==> config.mk <==
export PLATFORM = sky130hd
export DESIGN_NAME = scan_dr
export DESIGN_NICKNAME = d
export VERILOG_FILES = /design/src/rtl/scan_pkg.sv /design/src/rtl/scan_cell.sv /design/src/rtl/scan_dr.sv
export SDC_FILE = /design/constraint.sdc
export NUM_CORES = 1
export LEC_CHECK = 0
export BUFFER_PORTS_ARGS = -buffer_cell sky130_fd_sc_hd__buf_2
export CAP_MARGIN = 20
export CELL_PAD_IN_SITES_DETAIL_PLACEMENT = 0
export CELL_PAD_IN_SITES_GLOBAL_PLACEMENT = 1
export CORE_MARGIN = 2
export CORE_UTILIZATION = 45
export CTS_CLUSTER_DIAMETER = 120
export DETAILED_ROUTE_END_ITERATION = 10
export PLACE_DENSITY_LB_ADDON = 0.1
export SETUP_SLACK_MARGIN = 0.2
export SLEW_MARGIN = 40
export SYNTH_ARGS = -nofsm -noshare
export SYNTH_HDL_FRONTEND = slang
export SYNTH_HIERARCHICAL = 1
export SYNTH_SLANG_ARGS = --single-unit
export TNS_END_PERCENT = 30
==> constraint.sdc <==
create_clock -name clk -period 4.24 [get_ports clk]
set_input_delay 0.212 -clock clk [delete_from_list [all_inputs] [get_ports clk]]
set_output_delay 0.212 -clock clk [all_outputs]
set_load 0.03 [all_outputs]
==> src/rtl/scan_pkg.sv <==
// Constants and types shared by the boundary-scan data register logic
package scan_pkg;

  localparam int IR_W = 3;
  localparam logic [2:0] IR_EXTEST = 3'h0;
  localparam logic [2:0] IR_SAMPLE = 3'h1;
  localparam logic [2:0] IR_PROBE = 3'h3;
  localparam logic [2:0] IR_USER = 3'h4;
  localparam logic [2:0] IR_HIGHZ = 3'h5;
  localparam logic [2:0] IR_CLAMP = 3'h6;
  localparam logic [2:0] IR_BYPASS = 3'h7;
  localparam logic [2:0] IR_CAPTURE = 3'h1;
  localparam logic BYPASS_CAPTURE = 1'h0;

  // Position of each cell inside one I/O group of the chain
  localparam int CELLS_PER_IO = 3;
  localparam int CELL_IN = 0;
  localparam int CELL_OUT = 1;
  localparam int CELL_OE = 2;

  localparam int PROBE_W = 2;
  localparam int NUM_IO = 4;
  localparam int USER_W = 8;

  typedef enum logic [3:0] {
    ST_RESET, ST_IDLE,
    ST_SEL_DR, ST_CAP_DR, ST_SHIFT_DR, ST_EXIT1_DR,
    ST_PAUSE_DR, ST_EXIT2_DR, ST_UPD_DR,
    ST_SEL_IR, ST_CAP_IR, ST_SHIFT_IR, ST_EXIT1_IR,
    ST_PAUSE_IR, ST_EXIT2_IR, ST_UPD_IR
  } tap_state_e;

  typedef enum logic [1:0] {
    SEL_BYP, SEL_BND, SEL_PRB, SEL_USR
  } dr_sel_e;

endpackage

==> src/rtl/scan_cell.sv <==
// One boundary-scan cell: shift stage and latch stage
`timescale 1ns/1ns
`default_nettype none
module scan_cell (
  // Clock and reset
  input wire logic clk,
  input wire logic rst_n,
  // Strobes, one clk wide
  input wire logic cap_en,
  input wire logic shift_en,
  input wire logic upd_en,
  // Serial and parallel data
  input wire logic si,
  input wire logic pi,
  output logic so,
  output logic po
);

  logic sh_q;
  logic lat_q;

  always_ff @(posedge clk or negedge rst_n) begin
    if (!rst_n) begin
      sh_q <= 1'b0;
    end else if (cap_en) begin
      sh_q <= pi;
    end else if (shift_en) begin
      sh_q <= si;
    end
  end

  // Latch holds across instruction changes so preloads survive
  always_ff @(posedge clk or negedge rst_n) begin
    if (!rst_n) begin
      lat_q <= 1'b0;
    end else if (upd_en) begin
      lat_q <= sh_q;
    end
  end

  assign so = sh_q;
  assign po = lat_q;

endmodule
`default_nettype wire

==> src/rtl/scan_dr.sv <==
// Test port data registers, instruction decode and pin multiplexing
`timescale 1ns/1ns
`default_nettype none
module scan_dr
  import scan_pkg::*;
#(
  parameter int N_IO = NUM_IO,
  parameter int U_W = USER_W
) (
  // Clock and reset
  input wire logic clk,
  input wire logic rst_n,
  // Test access pins
  input wire logic tck,
  input wire logic tms,
  input wire logic tdi,
  output logic tdo,
  output logic tdo_oe,
  // System logic side
  input wire logic [N_IO-1:0] sys_out,
  input wire logic [N_IO-1:0] sys_oe,
  output logic [N_IO-1:0] core_in,
  // Pad side
  input wire logic [N_IO-1:0] pad_in,
  output logic [N_IO-1:0] pad_out,
  output logic [N_IO-1:0] pad_oe,
  // Probe circuitry
  input wire logic [PROBE_W-1:0] probe_result,
  output logic [PROBE_W-1:0] probe_addr,
  // User data register
  input wire logic [U_W-1:0] user_capture,
  output logic [U_W-1:0] user_data
);

  localparam int NC = CELLS_PER_IO * N_IO;

  function automatic dr_sel_e sel_of(input logic [2:0] code);
    case (code)
      IR_EXTEST, IR_SAMPLE: sel_of = SEL_BND;
      IR_PROBE: sel_of = SEL_PRB;
      IR_USER: sel_of = SEL_USR;
      default: sel_of = SEL_BYP;
    endcase
  endfunction

  function automatic tap_state_e tap_next(input tap_state_e s,
                                          input logic m);
    case (s)
      ST_RESET: tap_next = m ? ST_RESET : ST_IDLE;
      ST_IDLE: tap_next = m ? ST_SEL_DR : ST_IDLE;
      ST_SEL_DR: tap_next = m ? ST_SEL_IR : ST_CAP_DR;
      ST_CAP_DR: tap_next = m ? ST_EXIT1_DR : ST_SHIFT_DR;
      ST_SHIFT_DR: tap_next = m ? ST_EXIT1_DR : ST_SHIFT_DR;
      ST_EXIT1_DR: tap_next = m ? ST_UPD_DR : ST_PAUSE_DR;
      ST_PAUSE_DR: tap_next = m ? ST_EXIT2_DR : ST_PAUSE_DR;
      ST_EXIT2_DR: tap_next = m ? ST_UPD_DR : ST_SHIFT_DR;
      ST_UPD_DR: tap_next = m ? ST_SEL_DR : ST_IDLE;
      ST_SEL_IR: tap_next = m ? ST_RESET : ST_CAP_IR;
      ST_CAP_IR: tap_next = m ? ST_EXIT1_IR : ST_SHIFT_IR;
      ST_SHIFT_IR: tap_next = m ? ST_EXIT1_IR : ST_SHIFT_IR;
      ST_EXIT1_IR: tap_next = m ? ST_UPD_IR : ST_PAUSE_IR;
      ST_PAUSE_IR: tap_next = m ? ST_EXIT2_IR : ST_PAUSE_IR;
      ST_EXIT2_IR: tap_next = m ? ST_UPD_IR : ST_SHIFT_IR;
      ST_UPD_IR: tap_next = m ? ST_SEL_DR : ST_IDLE;
      default: tap_next = ST_RESET;
    endcase
  endfunction

  // Pin synchronisers; only the second stage and later are read
  logic [2:0] tck_q;
  logic [1:0] tms_q;
  logic [1:0] tdi_q;
  logic [N_IO-1:0] pad_s1_q;
  logic [N_IO-1:0] pad_s2_q;

  always_ff @(posedge clk or negedge rst_n) begin
    if (!rst_n) begin
      tck_q <= 3'h0;
      tms_q <= 2'h3;
      tdi_q <= 2'h3;
    end else begin
      tck_q <= {tck_q[1:0], tck};
      tms_q <= {tms_q[0], tms};
      tdi_q <= {tdi_q[0], tdi};
    end
  end

  always_ff @(posedge clk or negedge rst_n) begin
    if (!rst_n) begin
      pad_s1_q <= '0;
      pad_s2_q <= '0;
    end else begin
      pad_s1_q <= pad_in;
      pad_s2_q <= pad_s1_q;
    end
  end

  logic tms_s;
  logic tdi_s;
  logic tck_rise;
  logic tck_fall;
  assign tms_s = tms_q[1];
  assign tdi_s = tdi_q[1];
  // Edges come from stages two and three, never stage one
  assign tck_rise = tck_q[1] & ~tck_q[2];
  assign tck_fall = ~tck_q[1] & tck_q[2];

  tap_state_e st_q;

  always_ff @(posedge clk or negedge rst_n) begin
    if (!rst_n) begin
      st_q <= ST_RESET;
    end else if (tck_rise) begin
      st_q <= tap_next(st_q, tms_s);
    end
  end

  // Instruction register
  logic [IR_W-1:0] ir_sh_q;
  logic [IR_W-1:0] ir_q;

  always_ff @(posedge clk or negedge rst_n) begin
    if (!rst_n) begin
      ir_sh_q <= IR_CAPTURE;
    end else if (tck_rise && st_q == ST_CAP_IR) begin
      ir_sh_q <= IR_CAPTURE;
    end else if (tck_rise && st_q == ST_SHIFT_IR) begin
      ir_sh_q <= {tdi_s, ir_sh_q[IR_W-1:1]};
    end
  end

  always_ff @(posedge clk or negedge rst_n) begin
    if (!rst_n) begin
      ir_q <= IR_BYPASS;
    end else if (st_q == ST_RESET) begin
      ir_q <= IR_BYPASS;
    end else if (tck_fall && st_q == ST_UPD_IR) begin
      ir_q <= ir_sh_q;
    end
  end

  dr_sel_e sel;
  logic bnd_sel;
  logic dr_cap;
  logic dr_shift;
  logic dr_upd;
  assign sel = sel_of(ir_q);
  assign bnd_sel = (sel == SEL_BND);
  assign dr_cap = tck_rise && st_q == ST_CAP_DR;
  assign dr_shift = tck_rise && st_q == ST_SHIFT_DR;
  assign dr_upd = tck_fall && st_q == ST_UPD_DR;

  // Bypass bit
  logic byp_q;

  always_ff @(posedge clk or negedge rst_n) begin
    if (!rst_n) begin
      byp_q <= 1'b0;
    end else if (sel == SEL_BYP) begin
      if (dr_cap) begin
        byp_q <= BYPASS_CAPTURE;
      end else if (dr_shift) begin
        byp_q <= tdi_s;
      end
    end
  end

  // Probe address/result register
  logic [PROBE_W-1:0] prb_sh_q;
  logic [PROBE_W-1:0] prb_addr_q;

  always_ff @(posedge clk or negedge rst_n) begin
    if (!rst_n) begin
      prb_sh_q <= '0;
    end else if (sel == SEL_PRB) begin
      if (dr_cap) begin
        prb_sh_q <= probe_result;
      end else if (dr_shift) begin
        prb_sh_q <= {tdi_s, prb_sh_q[PROBE_W-1:1]};
      end
    end
  end

  always_ff @(posedge clk or negedge rst_n) begin
    if (!rst_n) begin
      prb_addr_q <= '0;
    end else if (sel == SEL_PRB && dr_upd) begin
      prb_addr_q <= prb_sh_q;
    end
  end

  // User data register
  logic [U_W-1:0] usr_sh_q;
  logic [U_W-1:0] usr_q;

  always_ff @(posedge clk or negedge rst_n) begin
    if (!rst_n) begin
      usr_sh_q <= '0;
    end else if (sel == SEL_USR) begin
      if (dr_cap) begin
        usr_sh_q <= user_capture;
      end else if (dr_shift) begin
        usr_sh_q <= {tdi_s, usr_sh_q[U_W-1:1]};
      end
    end
  end

  always_ff @(posedge clk or negedge rst_n) begin
    if (!rst_n) begin
      usr_q <= '0;
    end else if (sel == SEL_USR && dr_upd) begin
      usr_q <= usr_sh_q;
    end
  end

  // Boundary chain: cell 0 nearest TDI, last cell feeds TDO
  logic [NC-1:0] bs_sh;
  logic [NC-1:0] bs_lat;
  logic [NC-1:0] bs_pi;

  for (genvar i = 0; i < N_IO; i++) begin : g_io
    assign bs_pi[CELLS_PER_IO*i+CELL_IN] = pad_s2_q[i];
    assign bs_pi[CELLS_PER_IO*i+CELL_OUT] = sys_out[i];
    assign bs_pi[CELLS_PER_IO*i+CELL_OE] = sys_oe[i];
  end

  for (genvar k = 0; k < NC; k++) begin : g_cell
    scan_cell u_cell (
      .clk(clk),
      .rst_n(rst_n),
      .cap_en(dr_cap && bnd_sel),
      .shift_en(dr_shift && bnd_sel),
      .upd_en(dr_upd && bnd_sel),
      .si((k == 0) ? tdi_s : bs_sh[(k == 0) ? 0 : k-1]),
      .pi(bs_pi[k]),
      .so(bs_sh[k]),
      .po(bs_lat[k])
    );
  end

  // Pin multiplexing
  logic drive_lat;
  logic highz;
  assign drive_lat = (ir_q == IR_EXTEST) || (ir_q == IR_CLAMP);
  assign highz = (ir_q == IR_HIGHZ);

  always_comb begin
    for (int i = 0; i < N_IO; i++) begin
      if (drive_lat) begin
        pad_out[i] = bs_lat[CELLS_PER_IO*i+CELL_OUT];
        pad_oe[i] = bs_lat[CELLS_PER_IO*i+CELL_OE];
      end else begin
        pad_out[i] = sys_out[i];
        pad_oe[i] = sys_oe[i] && !highz;
      end
      if (ir_q == IR_EXTEST) begin
        core_in[i] = bs_lat[CELLS_PER_IO*i+CELL_IN];
      end else begin
        core_in[i] = pad_s2_q[i];
      end
    end
  end

  // Serial output, retimed on the falling test-clock edge
  logic dr_lsb;
  logic tdo_q;
  logic tdo_oe_q;
  logic scanning;

  always_comb begin
    case (sel)
      SEL_BND: dr_lsb = bs_sh[NC-1];
      SEL_PRB: dr_lsb = prb_sh_q[0];
      SEL_USR: dr_lsb = usr_sh_q[0];
      default: dr_lsb = byp_q;
    endcase
  end

  assign scanning = (st_q == ST_SHIFT_DR) || (st_q == ST_SHIFT_IR);

  always_ff @(posedge clk or negedge rst_n) begin
    if (!rst_n) begin
      tdo_q <= 1'b0;
      tdo_oe_q <= 1'b0;
    end else if (tck_fall) begin
      tdo_q <= (st_q == ST_SHIFT_IR) ? ir_sh_q[0] : dr_lsb;
      tdo_oe_q <= scanning;
    end
  end

  assign tdo = tdo_q;
  assign tdo_oe = tdo_oe_q;
  assign probe_addr = prb_addr_q;
  assign user_data = usr_q;
endmodule
`default_nettype wire

==> run metrics, run 1 <==
status=finished, final reports clean; Ports=just over 50; Final setup viols=0; Clock power frac=0.334; P_sw=0.6009 mW; DRT iter0 DRCs=95; Startpoint Class=flip-flop; CTS Buf Count=9; antenna-violating nets left=0; Yosys reg bits=between 70 and 80; # DRC=0; vias in the first global route=2279; area share of the largest cell type after synthesis=0.4614; Hold WC Path Type=in -> reg; Yosys warning count=6; row cnt=32; Crit path buffers/inverters=1; clock slew at reported path FFs=about 0.08 ns; EDFF count, synth=0; TritonRoute pass-1 iters=4; Tot GR Track Use=0.1789; Layout Cells excl Fill=470; max-slew violations=0; Max Cap Viol=0; P&R area growth vs syn=18.10%; Post-Syn Area per Cell=around 11 um2; worst path cell trace=nor2b_1 > a211oi_1 > a221oi_1 > buf_2; Data required, critical path=4.03 ns; Setup TNS=0 ns; register area share after synthesis=0.5220; R2R Setup Slk=approximately 1.9 ns; Fmax achieved=~0.38 GHz; Die Y=between 90 and 100 um; Power Density=roughly 450 nW/um2; Netlist cell types=between 40 and 50; die area=around 8400 um2; Routed WL per cell=15.44 um; CTS resizes=0; period utilization=0.6207; Worst EP arrival=2.42 ns; final RePlAce weighted congestion=about 0.73; most frequent cells in the layout=dfrtp_1, buf_2, nand2_1; CTS max path bufs=2; Crit path max-delay family=flip-flops; Crit Path Class=reg -> out; final wirelength=between 7000 and 8000 um; hold wc startpoint=sys_out[2]; Core Footprint=about 7600 um2; placed cell count=446; asr flop ratio synth=1.000; dominant synthesized flop cell=dfrtp_1; # hold bufs at CTS=8; Area contributors post-synth=dfrtp_1, mux2_2, mux2i_1, dfstp_2, mux2_4; vias=2436; actual slew at the worst max-slew pin=around 0.77 ns; largest net degree at the start of global routing=around 50; slowest CP cell=dfstp_2; max_slew headroom=0.4860; CP Capture Type=output pin; worst r2r path cells=4; clock sinks=between 70 and 80; syn nets=around 340; worst r2r src=ir_q[2]; Tmin final=2.632 ns; peak supply drop=around 0.19 mV; root buf cell=clkbuf_8; sw frac=0.3289; CTS tree=done; number of post-CTS setup repair buffers=0; RSZ-0062 raised after global routing=no; dpl hpwl=4759 um; first-pass GRT wire length=11700 um; Via density=about 5.2; CP Max Fanout=21; Critical Path Max Stage Delay=around 0.75 ns; port bufs=50; reg2reg end=usr_sh_q[7]; worst slack, placed=about 1.9 ns; initial antenna violation count=0; share of layout cells above drive strength 1=0.3342; final worst slack=about 1.6 ns; Synth area leader=dfrtp_1; Int Power=1.226 mW; skew final=about 0.013 ns; leakage=roughly 1.9 nW; Die W=91.83 um; Final Hold Fails=0; Logic pwr share=0.191; Syn Std Cell Area=3471 um2; Worst Hold Slack=around 0.097 ns; worst hold stages=3; Overflow after GRT=0; H-tree Lvls=3; sequential power share=0.476; initial core utilization=0.4563; ant diodes=0; commonest non-fill, non-tap cell in the layout=dfrtp_1; Worst Hold End=g_cell[7].u_cell/so; Final Net Count=390; Post-Syn Instances=about 300; clock latency on the worst-skew pair=roughly 0.34 ns
[registers in the layout, indices dropped and copies added, names as in the netlist]
name              cells
pad_s2_q              4
tdo_oe                1
st_q                  4
probe_addr            2
ir_sh_q               3
pad_s1_q              4
g_cell.u_cell/po     12
g_cell.u_cell/so     12
tms_q                 2
usr_sh_q              8
tdo                   1
user_data             8
tdi_q                 2
tck_q                 3
byp_q                 1
prb_sh_q              2
ir_q                  3
[cells in the mapped netlist (3+ instances only)]
library cell / count
dfrtp_1: 64
a221oi_1: 4
mux2i_1: 22
a31oi_1: 3
o21ai_1: 13
buf_2: 7
o21ai_0: 22
dfstp_2: 8
nand2b_1: 4
a211oi_1: 5
clkbuf_1: 7
nor2_1: 14
inv_1: 12
nand3_1: 6
nor2b_1: 3
a21oi_1: 7
and3_1: 3
o211ai_1: 3
mux2_2: 22
mux2_4: 12
nand2_1: 35
[metal layers]
metal  vias to the layer above  wire (um)  track usage
met5                         -          0            0
met4                         0         40      0.05473
met3                         2        254      0.04601
met2                        44       3141       0.2439
met1                      1186       3820       0.2777
li1                       1204          -            -
[worst register-to-register path, cell delays in order, from the launching register on]
cell       delay, ns
dfstp_2         0.75
nor2b_1         0.63
o2111ai_2       0.51
nand2_1         0.17
o21ai_0         0.10
[through the flow]
stage                     instance area [um2]  power [mW]  utilization
after floorplan                          3471       1.131            -
after global placement                   3797       1.221       0.4992
after detailed placement                 3797       1.226       0.4992
final                                    4099       1.827       0.5388
after CTS                                4098       1.845       0.5387
after global routing                     4099       1.932       0.5388
[worst max-delay path by stage]
stage / cells after the start / slack, ns / from / end
6_report: 4 / 1.61 / ir_q[2] / pad_oe[1]
5_1_grt: 4 / 1.39 / ir_q[2] / pad_oe[1]
4_1_cts: 4 / 1.57 / ir_q[2] / pad_oe[1]
3_5_place_dp: 5 / 1.88 / st_q[0] / g_cell[5].u_cell/so
3_3_place_gp: 6 / 1.87 / st_q[0] / g_cell[11].u_cell/so
2_1_floorplan: 6 / 1.19 / st_q[3] / g_cell[0].u_cell/so
[power by group through the flow]
stage	clock [mW]	combinational, mW	sequential (mW)
2_1_floorplan	0	0.330	0.801
3_3_place_gp	0	0.340	0.882
3_5_place_dp	0	0.343	0.882
4_1_cts	0.626	0.351	0.868
5_1_grt	0.659	0.388	0.885
6_report	0.610	0.348	0.869
[final cells by class]
type / instances / area, um2
clock buffers: 10 / 127.6
clock inverters: 6 / 92.59
well taps: 102 / 127.6
inverters: 12 / 45.04
multi-input cells: 206 / 1534
repair buffers: 62 / 360.3
flip-flops and latches: 72 / 1812
fillers: 695 / 3508
[logic make-up after synthesis]
family          Yosys count  share of synthesized area
compound gates           67                     0.1193
xor+xnor                  1                   0.002524
buf+inv                  30                    0.03965
flops                    72                     0.5220
mux                      56                     0.1867
simple gates             82                     0.1298
No activity file was read; power rests on OpenSTA's default activity.
==> run 2, diff against run 1 <==
- ABC_AREA: default -> 1
- CORE_UTILIZATION: 45 -> 41
- clock period: 4.24 -> 2.7 ns (I/O delays scaled with it)
==> run metrics, run 2 <==
skew final=approximately 0.0067 ns; vias in the first global route=2642; Tot GR Track Use=0.1817; syn nets=~470; peak supply drop=slightly below 0.4 mV; clock slew at reported path FFs=0.08 ns; first-pass GRT wire length=roughly 13000 um; row cnt=33; Post-Syn Instances=roughly 450; Yosys reg bits=slightly above 70; max_slew headroom=0.6128; status=finished, final reports clean; Setup TNS=0 ns; initial antenna violation count=0; most numerous cell in the Yosys netlist=nand2_1; Data required, critical path=about 2.6 ns; share of layout cells above drive strength 1=0.2192; Die Y=~96 um; leakage=between 2 and 2.5 nW; asr flop ratio synth=1.000; CTS resizes=0; clock sinks=between 70 and 80; Core Footprint=~8200 um2; Max Cap Viol=0; Ports=51; Syn Std Cell Area=between 3000 and 4000 um2; Via density=between 4 and 5; combinational family with the most area after synthesis=simple AND/OR/NAND/NOR gates; Final Net Count=542; CTS tree=done; largest net degree at the start of global routing=41; post-synthesis mux area share=0; Power Density=around 670 nW/um2; max-slew violations=0; # DRC=0; Area contributors post-synth=dfrtp_1, nand2_1, inv_1, dfstp_2, nand3_1; Worst EP arrival=between 2 and 2.5 ns; actual slew at the worst max-slew pin=~0.58 ns; Overflow after GRT=0; final wirelength=slightly below 8000 um; commonest non-fill, non-tap cell in the layout=nand2_1; dpl hpwl=approximately 5300 um; RSZ-0062 raised after global routing=no; Hold WC Path Type=in -> reg; Post-synth top cells=nand2_1, dfrtp_1, inv_1; Final Hold Fails=0; Synth Area in XOR/XNOR=0; Yosys warning count=6; Crit Path Class=reg -> out; most frequent cells in the layout=nand2_1, dfrtp_1, inv_1, buf_2, nor2_1; vias=slightly below 3k; DRT iter0 DRCs=129; period utilization=0.8303; Netlist cell types=27; clock latency on the worst-skew pair=between 0.3 and 0.4 ns; Final setup viols=0; Post-Syn Area per Cell=approximately 7.7 um2; Die W=95.63 um; initial core utilization=0.4210; Compound-Gate Fraction of Synth Area=0.1072; Tmin final=~2.2 ns; CP Max Fanout=9; Fmax achieved=~0.45 GHz; final RePlAce weighted congestion=just under 0.9; Synth Area in Adders=0; total power=2.795 mW; register area share after synthesis=0.5264; CTS Buf Count=9; Placed Area=approximately 3800 um2; TritonRoute pass-1 iters=4; Synth area leader=dfrtp_1; post-route cell area=between 4000 and 5000 um2; P&R area growth vs syn=21.66%; CP Capture Type=output pin; dominant synthesized flop cell=dfrtp_1; root buf cell=clkbuf_8; CTS max path bufs=2; ant diodes=0; H-tree Lvls=3; Post-Synth Simple-Gate Area=0.2639; EDFF count, synth=0; Startpoint Class=flip-flop; Routed WL per cell=approximately 12 um; area share of the largest cell type after synthesis=0.4653; die area=~9100 um2; port bufs=50; antenna-violating nets left=0
-- run 2: cell types whose count changed after synthesis, sizes merged, moves of 4 or more --
cell	change
nand3	+23
mux2i	-22
nor2	+24
inv	+66
clkbuf	-7
mux2	-34
a211oi	-5
nand2b	-6
a21oi	+19
nand2	+111
a221oi	-4
-- run 2: worst max-delay path, cell delays in order, from the launching register on --
cell and delay [ns]:
dfstp_2 0.61, inv_2 0.07, nand2_1 0.18, nor2_2 0.12, a21oi_4 0.29, inv_2 0.16, nand2_1 0.09, nand2_1 0.06
buf_2 0.17
-- run 2: path summary, 6_finish.rpt --
| kind | startpoint | to | slack [ns] | cells after the start |
|---|---|---|---|---|
| setup / recovery | ir_q[2] | pad_oe[0] | 0.46 | 8 |
| hold / removal | sys_oe[3] | g_cell[11].u_cell/so | 0.02 | 3 |
| setup reg to reg | ir_q[2] | usr_sh_q[6] | 0.93 | 5 |
| hold reg to reg | pad_s1_q[2] | pad_s2_q[2] | 0.35 | 0 |
| max in group asynchronous | rst_n | byp_q | 1.87 | 3 |
| min in group asynchronous | rst_n | g_cell[8].u_cell/po | 0.27 | 2 |
-- run 2: logic make-up after synthesis --
group                  after synthesis
flip-flops                          72
AO/OA/AOI/OAI                       68
buffers and inverters               86
AND/OR/NAND/NOR                    220
-- run 2: layer usage --
layer  vias to the layer above  track usage  share of wire
li1                       1516            -              -
met1                      1312       0.2411           0.49
met2                        57       0.2943           0.46
met3                        10      0.02925          0.037
met4                         0      0.07857          0.017
met5                         -            0              0
-- run 2: where the power goes --
part           leakage (nW)  total [mW]  internal, mW  switching, mW
clock network         0.126        1.07         0.663          0.412
registers             0.852        1.23          1.15         0.0844
logic                  1.20       0.487         0.161          0.327
total                  2.17        2.79          1.97          0.823
-- run 2: area by class of cell --
type	instances	area, um2
fillers	809	3988
flip-flops and latches	72	1812
multi-input cells	288	1287
repair buffers	66	410.4
inverters	78	292.8
clock buffers	11	151.4
well taps	105	131.4
clock inverters	5	102.6
-- run 2: what timing repair did --
| item | CTS | global route |
|---|---|---|
| hold endpoints to repair | 33 | 0 |
| endpoints found under the setup margin | 0 | 0 |
| buffers inserted | 0 | 0 |
| hold buffers | 10 | 0 |
-- run 2: through the flow --
stage | util | hold WS (ns) | std cells | setup WS (ns)
after global routing | 0.5122 | 0.02175 | 625 | 0.3282
after global placement | 0.4686 | 0.2406 | 599 | 0.8388
after detailed placement | 0.4686 | 0.2422 | 599 | 0.8291
after CTS | 0.5119 | 0.001575 | 625 | 0.4381
final | 0.5122 | 0.01565 | 625 | 0.4581
after floorplan | - | -0.1606 | 446 | 0.3177
==> run 3, diff against run 2 <==
- clock period: 2.7 -> 2.1 ns (I/O delays scaled with it)
==> run metrics, run 3 (synthesis results as in run 2) <==
Hold WC Path Type=in -> reg; Startpoint Class=flip-flop; vias=around 3.0k; skew final=0.01279 ns; Die Y=about 96 um; clock sinks=slightly above 70; R2R Setup Slk=approximately 0.46 ns; share of layout cells above drive strength 1=0.2519; Overflow after GRT=0; root buf cell=clkbuf_8; Ports=just over 50; Via density=4.656; antenna-violating nets left=0; worst r2r src=ir_q[0]; TritonRoute pass-1 iters=4; initial antenna violation count=0; Core Footprint=roughly 8000 um2; RSZ-0062 raised after global routing=yes; Power Density=724.2 nW/um2; worst path cell trace=inv_2 > nand2_2 > inv_2 > a21oi_4 > buf_6 > nand3_2 > nand2_2 > buf_6; clock slew at reported path FFs=about 0.07 ns; Tmin final=1.847 ns; Worst Hold End=usr_sh_q[7]; fillers=between 700 and 800; Setup TNS=0 ns; CTS tree=done; hold wc startpoint=user_capture[7]; largest net degree at the start of global routing=30; Final setup viols=0; final wirelength=approximately 7800 um; # DRC=0; Data required, critical path=approximately 2 ns; max-slew violations=0; vias in the first global route=around 2.8k; commonest non-fill, non-tap cell in the layout=nand2_1; initial core utilization=0.4210; Critical Path Max Stage Delay=0.54 ns; CTS Buf Count=9; first-pass GRT wire length=about 13000 um; max_slew headroom=0.7066; DRT iter0 DRCs=approximately 120; Crit Path Class=reg -> out; CP Capture Type=output pin; worst hold stages=5; actual slew at the worst max-slew pin=around 0.44 ns; Tot GR Track Use=0.1838; Crit path buffers/inverters=4; leakage=between 2 and 2.5 nW; status=finished, final reports clean; peak supply drop=roughly 0.42 mV; final RePlAce weighted congestion=0.8510; Worst EP arrival=~1.7 ns; die area=around 9100 um2; ant diodes=0; Final Net Count=roughly 560; P&R area growth vs syn=26.10%; Crit path max-delay family=flip-flops; Worst path depth=8; Die W=around 96 um; Routed WL per cell=around 12 um; clock latency on the worst-skew pair=0.34 ns; H-tree Lvls=3; worst r2r path cells=8; Max Cap Viol=0; most frequent cells in the layout=nand2_1, dfrtp_1, inv_1, buf_2, nor2_1; reg2reg end=usr_sh_q[3]; slowest CP cell=dfstp_2; row cnt=33; CTS max path bufs=2; Fmax achieved=roughly 0.54 GHz; total power=around 3.1 mW; Final Hold Fails=0; period utilization=0.8794; CP Max Fanout=5; dpl hpwl=approximately 5400 um; port bufs=50
==> run 3: cell count changes in the layout (fill, tap and decap cells not counted), moves of 2 or more <==
cell and change:
buf_4 +14, dlygate4sd3_1 +6, buf_2 -5, buf_6 +5, clkinv_2 +4, nand2_1 -4, bufinv_16 -3, nand2_2 +3
clkbuf_8 -2, inv_1 -2, inv_4 +2, nand3_1 -2, nand3_2 +2
==> run 3: through the flow <==
step / hold WS (ns) / cell area, um2 / instances / worst slack, ns / utilization
floorplan: -0.1906 / 3455 / 446 / 0.2378 / -
global placement: 0.06046 / 3884 / 604 / 0.3535 / 0.4751
detailed placement: 0.05896 / 3884 / 604 / 0.3102 / 0.4751
CTS: 0.1033 / 4277 / 642 / 0.2008 / 0.5231
global route: 0.1395 / 4340 / 645 / 0.1635 / 0.5309
finish: 0.1129 / 4340 / 645 / 0.2532 / 0.5309
==> run 3: how the worst max path moves through the flow <==
| stage | from | end | slack, ns |
|---|---|---|---|
| floorplan | tck_q[2] | g_cell[0].u_cell/so | 0.24 |
| global placement | ir_q[2] | pad_oe[3] | 0.35 |
| detailed placement | ir_q[2] | pad_oe[3] | 0.31 |
| CTS | ir_q[1] | pad_oe[1] | 0.20 |
| global route | ir_q[0] | pad_oe[1] | 0.16 |
| finish | ir_q[0] | pad_oe[1] | 0.25 |
==> run 3: cell type report <==
class | instances | area (um2) | share of cell area
Clock inverter | 5 | 25.02 | 0.005765
Timing Repair Buffer | 87 | 626.9 | 0.1444
Clock buffer | 10 | 127.6 | 0.02940
Sequential cell | 72 | 1812 | 0.4174
Multi-Input combinational cell | 288 | 1320 | 0.3041
Inverter | 78 | 297.8 | 0.06861
Tap cell | 105 | 131.4 | 0.03027
==> run 3: worst reg2reg max path: stages (launching register included) <==
cell and delay, ns:
dfstp_2 0.38, buf_4 0.14, buf_4 0.13, buf_4 0.12, nor3_2 0.24, and3_1 0.19, buf_4 0.21, nand2_1 0.08
o21ai_1 0.08
==> run 3: what timing repair did <==
| item | in CTS | in global routing |
|---|---|---|
| setup buffers | 7 | 3 |
| setup endpoints to repair | 12 | 11 |
| hold buffers | 16 | 0 |
| pin swaps | 2 | 5 |
| endpoints found under the hold margin | 27 | 0 |
| resized for setup | 10 | 13 |
==> run 3: power breakdown <==
part           leakage, nW  internal [mW]  switching [mW]
Clock               0.0854          0.412           0.491
Combinational         1.32          0.231           0.442
Sequential           0.852           1.48          0.0896
Total                 2.26           2.12            1.02
==> run 3: layer usage <==
| layer | up-vias | routed length, um | track usage |
|---|---|---|---|
| li1 | 1556 | - | - |
| met1 | 1380 | 3841 | 0.2492 |
| met2 | 55 | 3541 | 0.2937 |
| met3 | 12 | 246 | 0.03320 |
| met4 | 0 | 123 | 0.07024 |
| met5 | - | 0 | 0 |
